--- config.mk ---
export PLATFORM = sky130hd
export DESIGN_NAME = async_event_counter
export DESIGN_NICKNAME = d
export VERILOG_FILES = /design/src/include/event_counter_pkg.sv /design/src/async_event_counter.sv
export SDC_FILE = /design/constraint.sdc
export NUM_CORES = 1
export LEC_CHECK = 0
export ABC_AREA = 1
export BUFFER_PORTS_ARGS = -buffer_cell sky130_fd_sc_hd__buf_2
export CAP_MARGIN = 20
export CORE_UTILIZATION = 50
export CTS_CLUSTER_SIZE = 16
export DETAILED_ROUTE_END_ITERATION = 7
export GPL_TIMING_DRIVEN = 0
export PLACE_DENSITY = 0.76
export SLEW_MARGIN = 20
export SYNTH_ARGS = -nofsm -noshare
export SYNTH_HDL_FRONTEND = slang
export SYNTH_SLANG_ARGS = --single-unit
export TNS_END_PERCENT = 1
--- constraint.sdc ---
create_clock -name REF_CLK_IN -period 2.2 [get_ports REF_CLK_IN]
set_clock_uncertainty 0.2 [all_clocks]
set_input_delay 0.11 -clock REF_CLK_IN [delete_from_list [all_inputs] [get_ports REF_CLK_IN]]
set_output_delay 0.11 -clock REF_CLK_IN [all_outputs]
set_load 0.01 [all_outputs]
--- src/include/event_counter_pkg.sv ---
// event_counter_pkg: constants, register map and field layout for the event counter pair.
// assumes a single 20 MHz clock and a classic Wishbone slave with 32-bit data, low byte used.
package event_counter_pkg;

	// ----------------------------------------------------------------
	// widths
	// ----------------------------------------------------------------
	localparam int ADDR_W  = 8;
	localparam int DATA_W  = 32;
	localparam int COUNT_W = 8;

	// ----------------------------------------------------------------
	// register byte offsets
	// ----------------------------------------------------------------
	localparam logic [ADDR_W-1:0] OFS_CONTROL_STATUS = 8'h00;
	localparam logic [ADDR_W-1:0] OFS_UPPER_COUNT    = 8'h04;
	localparam logic [ADDR_W-1:0] OFS_LOWER_COUNT    = 8'h08;
	localparam logic [ADDR_W-1:0] OFS_IRQ_STATUS     = 8'h0c;
	localparam logic [ADDR_W-1:0] OFS_IRQ_MASK       = 8'h10;
	localparam logic [ADDR_W-1:0] OFS_POWER_MODE     = 8'h14;

	// ----------------------------------------------------------------
	// field positions
	// ----------------------------------------------------------------
	localparam int BIT_UPPER_OVERFLOW = 7;
	localparam int BIT_LOWER_OVERFLOW = 6;
	localparam int BIT_IRQ_REQUEST    = 0;
	localparam int BIT_IRQ_ENABLE     = 0;
	localparam int BIT_LOW_POWER_HOLD = 0;
	localparam int BIT_MODULE_STANDBY = 1;
	localparam int LOW_CTRL_BITS      = 6;

	// ----------------------------------------------------------------
	// reset values and counter constants
	// ----------------------------------------------------------------
	localparam logic [7:0]         RST_CONTROL_STATUS = 8'h00;
	localparam logic [COUNT_W-1:0] COUNT_ZERO         = 8'h00;
	localparam logic [COUNT_W-1:0] COUNT_ALL_ONES     = 8'hff;
	localparam logic [COUNT_W-1:0] COUNT_ONE          = 8'h01;
	localparam int                 SYNC_STAGES        = 2;

	// control/status layout, msb first
	typedef struct packed {
		logic upper_overflow_flag;
		logic lower_overflow_flag;
		logic spare_bit;
		logic channel_split_select;
		logic upper_count_enable;
		logic lower_count_enable;
		logic upper_reset_release;
		logic lower_reset_release;
	} counter_control_status_type;

	// power mode controls
	typedef struct packed {
		logic module_standby;
		logic low_power_hold;
	} power_mode_type;

endpackage : event_counter_pkg

--- src/async_event_counter.sv ---
// async_event_counter: two 8-bit event counters, cascadable to 16 bits, with Wishbone registers.
// assumes event pins synchronous-safe via on-chip two-stage synchronisers; one clock, synchronous reset.
//
// The address map and register access over Wishbone are this design's own decisions.
`timescale 1ns/1ps

module async_event_counter #(
	parameter int COUNT_W = event_counter_pkg::COUNT_W
) (
	// clock and reset
	input  wire logic                                   REF_CLK_IN,
	input  wire logic                                   RST_IN,
	// wishbone slave
	input  wire logic                                   WB_CYC_IN,
	input  wire logic                                   WB_STB_IN,
	input  wire logic                                   WB_WE_IN,
	input  wire logic [event_counter_pkg::ADDR_W-1:0]   WB_ADR_IN,
	input  wire logic [event_counter_pkg::DATA_W/8-1:0] WB_SEL_IN,
	input  wire logic [event_counter_pkg::DATA_W-1:0]   WB_DAT_IN,
	output logic      [event_counter_pkg::DATA_W-1:0]   WB_DAT_OUT,
	output logic                                        WB_ACK_OUT,
	// event pins
	input  wire logic                                   EVENT_IN_LOW_IN,
	input  wire logic                                   EVENT_IN_HIGH_IN,
	// interrupt
	output logic                                        IRQ_OUT
);
	import event_counter_pkg::*;

	// ----------------------------------------------------------------
	// functions
	// ----------------------------------------------------------------
	function automatic logic [COUNT_W-1:0] wrap_inc(input logic [COUNT_W-1:0] value);
		wrap_inc = COUNT_W'(value + COUNT_ONE);
	endfunction : wrap_inc

	function automatic logic rise(input logic now_level, input logic old_level);
		rise = now_level & ~old_level;
	endfunction : rise

	// ----------------------------------------------------------------
	// state
	// ----------------------------------------------------------------
	logic [1:0]                 ev_meta_ff,      nxt_ev_meta;
	logic [1:0]                 ev_sync_ff,      nxt_ev_sync;
	logic [1:0]                 ev_prev_ff,      nxt_ev_prev;
	counter_control_status_type ctrl_ff,         nxt_ctrl;
	power_mode_type             power_ff,        nxt_power;
	logic [COUNT_W-1:0]         upper_count_ff,  nxt_upper_count;
	logic [COUNT_W-1:0]         lower_count_ff,  nxt_lower_count;
	logic                       arm_upper_ff,    nxt_arm_upper;
	logic                       arm_lower_ff,    nxt_arm_lower;
	logic                       irq_flag_ff,     nxt_irq_flag;
	logic                       irq_enable_ff,   nxt_irq_enable;
	logic                       irq_ff,          nxt_irq;
	logic                       ack_ff,          nxt_ack;
	logic [DATA_W-1:0]          rdata_ff,        nxt_rdata;

	// ----------------------------------------------------------------
	// combinational event decode
	// ----------------------------------------------------------------
	logic lower_edge;
	logic upper_edge;
	logic lower_tick;
	logic lower_wrap;
	logic upper_src;
	logic upper_tick;
	logic upper_wrap;
	logic set_upper_ovf;
	logic set_lower_ovf;
	logic bus_req;
	logic bus_wr;
	logic bus_rd;
	logic ctrl_wr;
	logic clr_upper;
	logic clr_lower;

	always_comb begin
		lower_edge = rise(ev_sync_ff[0], ev_prev_ff[0]);
		upper_edge = rise(ev_sync_ff[1], ev_prev_ff[1]);
		lower_tick = lower_edge & ctrl_ff.lower_count_enable & ctrl_ff.lower_reset_release
			& ~power_ff.module_standby;
		lower_wrap = lower_tick & (lower_count_ff == COUNT_ALL_ONES);
		upper_src  = ctrl_ff.channel_split_select ? upper_edge : lower_wrap;
		upper_tick = upper_src & ctrl_ff.upper_count_enable & ctrl_ff.upper_reset_release
			& ~power_ff.module_standby;
		upper_wrap = upper_tick & (upper_count_ff == COUNT_ALL_ONES);
		// flags stay untouched while held in low power
		set_upper_ovf = upper_wrap & ~power_ff.low_power_hold;
		set_lower_ovf = lower_wrap & ctrl_ff.channel_split_select
			& ~power_ff.low_power_hold;
		bus_req = WB_CYC_IN & WB_STB_IN & ~ack_ff;
		bus_wr  = bus_req & WB_WE_IN & WB_SEL_IN[0];
		bus_rd  = bus_req & ~WB_WE_IN;
		ctrl_wr = bus_wr & (WB_ADR_IN == OFS_CONTROL_STATUS)
			& ~power_ff.low_power_hold & ~power_ff.module_standby;
		clr_upper = ctrl_wr & ~WB_DAT_IN[BIT_UPPER_OVERFLOW] & arm_upper_ff;
		clr_lower = ctrl_wr & ~WB_DAT_IN[BIT_LOWER_OVERFLOW] & arm_lower_ff;
	end

	// ----------------------------------------------------------------
	// synchroniser and edge history
	// ----------------------------------------------------------------
	always_comb begin
		nxt_ev_meta = {EVENT_IN_HIGH_IN, EVENT_IN_LOW_IN};
		nxt_ev_sync = ev_meta_ff;
		nxt_ev_prev = ev_sync_ff;
	end

	// ----------------------------------------------------------------
	// counters
	// ----------------------------------------------------------------
	always_comb begin
		nxt_lower_count = lower_count_ff;
		nxt_upper_count = upper_count_ff;
		if (!ctrl_ff.lower_reset_release) begin
			nxt_lower_count = COUNT_ZERO;
		end else if (lower_tick) begin
			nxt_lower_count = wrap_inc(lower_count_ff);
		end
		if (!ctrl_ff.upper_reset_release) begin
			nxt_upper_count = COUNT_ZERO;
		end else if (upper_tick) begin
			nxt_upper_count = wrap_inc(upper_count_ff);
		end
	end

	// ----------------------------------------------------------------
	// control/status with read-then-clear flags
	// ----------------------------------------------------------------
	always_comb begin
		nxt_ctrl      = ctrl_ff;
		nxt_arm_upper = arm_upper_ff;
		nxt_arm_lower = arm_lower_ff;
		if (ctrl_wr) begin
			// flag bits above the control field are never written directly
			nxt_ctrl[LOW_CTRL_BITS-1:0] = WB_DAT_IN[LOW_CTRL_BITS-1:0];
		end
		if (clr_upper) begin
			nxt_ctrl.upper_overflow_flag = 1'b0;
			nxt_arm_upper                = 1'b0;
		end
		if (clr_lower) begin
			nxt_ctrl.lower_overflow_flag = 1'b0;
			nxt_arm_lower                = 1'b0;
		end
		if (bus_rd && WB_ADR_IN == OFS_CONTROL_STATUS) begin
			if (ctrl_ff.upper_overflow_flag) begin
				nxt_arm_upper = 1'b1;
			end
			if (ctrl_ff.lower_overflow_flag) begin
				nxt_arm_lower = 1'b1;
			end
		end
		// a new overflow beats a clear in the same cycle and needs a fresh read
		if (set_upper_ovf) begin
			nxt_ctrl.upper_overflow_flag = 1'b1;
			nxt_arm_upper                = 1'b0;
		end
		if (set_lower_ovf) begin
			nxt_ctrl.lower_overflow_flag = 1'b1;
			nxt_arm_lower                = 1'b0;
		end
	end

	// ----------------------------------------------------------------
	// interrupt and power mode
	// ----------------------------------------------------------------
	always_comb begin
		nxt_irq_flag   = irq_flag_ff;
		nxt_irq_enable = irq_enable_ff;
		nxt_power      = power_ff;
		if (bus_wr && WB_ADR_IN == OFS_IRQ_STATUS && WB_DAT_IN[BIT_IRQ_REQUEST]) begin
			nxt_irq_flag = 1'b0;
		end
		if (set_upper_ovf || set_lower_ovf) begin
			nxt_irq_flag = 1'b1;
		end
		if (bus_wr && WB_ADR_IN == OFS_IRQ_MASK) begin
			nxt_irq_enable = WB_DAT_IN[BIT_IRQ_ENABLE];
		end
		if (bus_wr && WB_ADR_IN == OFS_POWER_MODE) begin
			nxt_power.low_power_hold = WB_DAT_IN[BIT_LOW_POWER_HOLD];
			nxt_power.module_standby = WB_DAT_IN[BIT_MODULE_STANDBY];
		end
		nxt_irq = nxt_irq_flag & nxt_irq_enable;
	end

	// ----------------------------------------------------------------
	// bus answer
	// ----------------------------------------------------------------
	always_comb begin
		nxt_ack   = bus_req;
		nxt_rdata = rdata_ff;
		if (bus_rd) begin
			nxt_rdata = '0;
			unique case (WB_ADR_IN)
				OFS_CONTROL_STATUS: nxt_rdata[7:0] = ctrl_ff;
				OFS_UPPER_COUNT:    nxt_rdata[COUNT_W-1:0] = upper_count_ff;
				OFS_LOWER_COUNT:    nxt_rdata[COUNT_W-1:0] = lower_count_ff;
				OFS_IRQ_STATUS:     nxt_rdata[BIT_IRQ_REQUEST] = irq_flag_ff;
				OFS_IRQ_MASK:       nxt_rdata[BIT_IRQ_ENABLE] = irq_enable_ff;
				OFS_POWER_MODE:     nxt_rdata[1:0] = power_ff;
				default:            nxt_rdata = '0;
			endcase
		end
	end

	// ----------------------------------------------------------------
	// registers
	// ----------------------------------------------------------------
	always_ff @(posedge REF_CLK_IN) begin
		if (RST_IN) begin
			ev_meta_ff     <= 2'h0;
			ev_sync_ff     <= 2'h0;
			ev_prev_ff     <= 2'h0;
			ctrl_ff        <= RST_CONTROL_STATUS;
			power_ff       <= 2'h0;
			upper_count_ff <= COUNT_ZERO;
			lower_count_ff <= COUNT_ZERO;
			arm_upper_ff   <= 1'b0;
			arm_lower_ff   <= 1'b0;
			irq_flag_ff    <= 1'b0;
			irq_enable_ff  <= 1'b0;
			irq_ff         <= 1'b0;
			ack_ff         <= 1'b0;
			rdata_ff       <= '0;
		end else begin
			ev_meta_ff     <= nxt_ev_meta;
			ev_sync_ff     <= nxt_ev_sync;
			ev_prev_ff     <= nxt_ev_prev;
			ctrl_ff        <= nxt_ctrl;
			power_ff       <= nxt_power;
			upper_count_ff <= nxt_upper_count;
			lower_count_ff <= nxt_lower_count;
			arm_upper_ff   <= nxt_arm_upper;
			arm_lower_ff   <= nxt_arm_lower;
			irq_flag_ff    <= nxt_irq_flag;
			irq_enable_ff  <= nxt_irq_enable;
			irq_ff         <= nxt_irq;
			ack_ff         <= nxt_ack;
			rdata_ff       <= nxt_rdata;
		end
	end

	assign WB_ACK_OUT = ack_ff;
	assign WB_DAT_OUT = rdata_ff;
	assign IRQ_OUT    = irq_ff;
endmodule : async_event_counter

==> results_dict.tcl <==
set metrics [dict create \
    endpoint_kind "flip-flop" \
    grt.total_usage_pct 22.7 \
    die_area_um2 5050 \
    finalSetupTns_ns 0 \
    critical_path.startpoint "WB_STB_IN" \
    die-width_um 71.0 \
    dp.final_hpwl_mm 4.01 \
    synth_warnings 0 \
    critical_path.max_fanout 8 \
    relSlewSlack_pct 63.9 \
    run_status "complete, but fails checks" \
    critPathCapture "ctrl_ff[0]" \
    grt_pass1_wl_mm 8.82 \
    power_frac_comb_pct 8.7 \
    grt-ovfl-total 0 \
    reg2reg_from "lower_count_ff[0]" \
    cell_internal_pwr_mw 1.16 \
    critical_path_cell_count 10 \
    met1_usage_pct 29.2 \
    cts_repair_resize_count 0 \
    gr-max-usage-layer "met2" \
    final_hold_viols 0 \
    rows 24 \
    syn_area_per_cell_um2 6.79 \
    cts_buffer_depth 2 \
    switchingPower_uw 338 \
    synth-seq-cells 46 \
    critical-path-top-delay-family "buffers and inverters" \
    num_antenna_cells 0 \
    worst_r2r_path_depth 9 \
    worstSetupPathType "in -> reg" \
    hold-worst-slack_ns 0.0140 \
    met2_usage_pct 37.0 \
    slew_viol_final 0 \
    pre_cts_slack_ns 0.414 \
    timing.final.ws_setup_ns 0.316 \
    power.share.sequential_pct 56.1 \
    dominantRegCellSynth "dfxtp_1" \
    synth-async-reset-ratio_pct 0 \
    dpl.cell_count 459 \
    deepest_level_of_the_cts_h_tree 2 \
    worstPathBufferInverterCount 3 \
    post_cts_buffers 0 \
    tritoncts_num_sinks 46 \
    synthesized_instance_count 351 \
    clkTransAtPathRegs_ns 0.08 \
    drive_gt1_share_pct 17.1 \
    via_per_inst 4.77 \
    crit_path_cell_trace "dlygate4sd3_1, buf_2, nand2_1, nor2_1, nand3_1, nor2_1, nand2_1, inv_1, o21ai_0, a21oi_1" \
    synth_seq_area_share_pct 38.6 \
    final_antenna_net_count 0 \
    worstPathRequired_ns 2.23 \
    timing.final.crit_period_ns 1.88 \
    r2r_setup_slack_ns 0.37 \
    cts_tree "done" \
    cap_violations 0 \
    multi_input_comb_area_um2 1140 \
    layout_common_cells "63 x nand2_1, 55 x nor2_1, 49 x inv_1, 46 x dfxtp_1, 35 x buf_2" \
    mostFrequentLayoutCell "nand2_1" \
    detailroute.via_count 2278 \
    initial_antenna_violation_count 0 \
    vias_in_the_first_global_route 2010 \
    drt_pass1_iterations 8 \
    floorplan.io_pins 85 \
    cts_made_buffers 5 \
    final_util_pct 64.8 \
    number_of_synthesized_flops_with_an_enable_pin 0 \
    cp_data_arrival_time_ns 1.92 \
    core_region_area_um2 4470 \
    setup_viol_count_final 0 \
    initial_utilization_pct 53.3 \
    area_delta_synth_final_pct 21.7 \
    slowest_stage "dlygate4sd3_1" \
    gr_layer_usage_met3_pct 4.42 \
    port-buffer-count 33 \
    worstMarginPinSlew_ns 0.541 \
    die_height_um 71.0 \
    fillCellCount 427 \
    first_iter_violations 179 \
    netSwitchingFraction_pct 22.6 \
    r2r_end "upper_count_ff[4]" \
    worst_skew_pair.late_latency_ns 0.30 \
    netlist_area_um2 2380 \
    routed_wire_length_per_instance_um 11.1 \
    rsz_0062_raised_after_global_routing "false" \
    cts.root.buffer_cell "clkbuf_8" \
    grt_start_max_net_pins 14 \
    post-route-drc-count 6 \
    ir_worst_vdd_mv 0.387 \
    failed_checks "DRC" \
    fin_nets 478 \
    start_kind "primary input" \
    finish.cell_count_without_fillers 478 \
    timing.hold.worst.class "in -> reg" \
    post-route-period-util_pct 85.6 \
    power_leakage_nw 1.34 \
    fmax_mhz 531 \
    synth_unique_cells 27 \
    seqCellArea_um2 921 \
    gp_congestion 0.894 \
    wirelength_mm 5.32 \
    cellPowerDensity_nw_per_um2 515 \
    clock_power_share_pct 35.2 \
    largest_stage_delay_worst_path_ns 0.52 \
]
worst reg2reg max path: stages (launching register included):
cell,delay [ns]
dfxtp_1,0.37
ha_1,0.18
inv_1,0.08
nor2_1,0.11
nand2_1,0.10
o21ai_4,0.22
nand2_2,0.10
buf_6,0.16
nor3_1,0.14
nor2_1,0.06
metal layers:
layer	share of wire, %	vias to the layer above
li1	-	1213
met1	46	989
met2	47	67
met3	5.4	9
met4	1.7	0
met5	0	-
flip-flops by register name, summed over array words and instances (netlist names):
name            flops
arm_upper_ff        1
irq_flag_ff         1
lower_count_ff      8
IRQ_OUT             1
irq_enable_ff       1
WB_DAT_OUT          8
power_ff            2
ev_sync_ff          2
WB_ACK_OUT          1
arm_lower_ff        1
upper_count_ff      8
ev_prev_ff          2
ctrl_ff             8
ev_meta_ff          2
power groups by stage:
stage | sequential, mW | combinational, mW | clock, mW
2_1_floorplan | 0.858 | 0.0791 | 0
3_3_place_gp | 0.858 | 0.111 | 0
3_5_place_dp | 0.858 | 0.112 | 0
4_1_cts | 0.839 | 0.127 | 0.540
5_1_grt | 0.839 | 0.143 | 0.576
6_report | 0.838 | 0.130 | 0.525
metrics by stage:
step	cell area (um2)	power [mW]
after CTS	2900	1.51
after detailed placement	2700	0.971
final	2900	1.49
after global routing	2900	1.56
after floorplan	2470	0.937
after global placement	2700	0.969
area by class of cell:
class	instances	area share [%]
well taps	52	2.24
flip-flops and latches	46	31.7
inverters	50	6.47
clock inverters	1	0.172
plain buffers	30	7.68
multi-input cells	248	39.2
clock buffers	7	2.98
repair buffers	44	9.49
kinds of logic after synthesis:
| logic type | synth area share [%] |
|---|---|
| flops | 38.6 |
| fa+ha+maj | 1.05 |
| other cells | 0.157 |
| compound gates | 14.9 |
| simple gates | 26.6 |
| buf+inv | 17.2 |
| xor+xnor | 1.47 |
cell usage after synthesis (3+ instances only):
library cell	n	area (um2)
inv_1	49	184
buf_4	24	180
nand4_1	3	18.8
nor3_1	7	35.0
dfxtp_1	46	921
a21oi_1	27	135
nand3_1	22	110
o21a_1	3	22.5
xor2_1	4	35.0
nand2_1	63	236
nor2_1	55	206
o21ai_0	27	135
worst min-delay path by stage:
stage                     slack [ns]  cells past startpoint        startpoint       endpoint
after floorplan                 0.02                      2   EVENT_IN_LOW_IN  ev_meta_ff[0]
after global placement          0.11                      3   EVENT_IN_LOW_IN  ev_meta_ff[0]
after detailed placement        0.13                      3  EVENT_IN_HIGH_IN  ev_meta_ff[1]
after CTS                      0.003                      5      WB_DAT_IN[6]   arm_lower_ff
after global routing            0.02                      5      WB_DAT_IN[6]   arm_lower_ff
final                           0.01                      5      WB_DAT_IN[6]   arm_lower_ff
repair_timing:
item / CTS / global route
hold endpoints to repair: 19 / 0
hold buffers: 11 / 0
endpoints found under the setup margin: 0 / 0
Note: power is estimated with default switching activity, not from simulation.
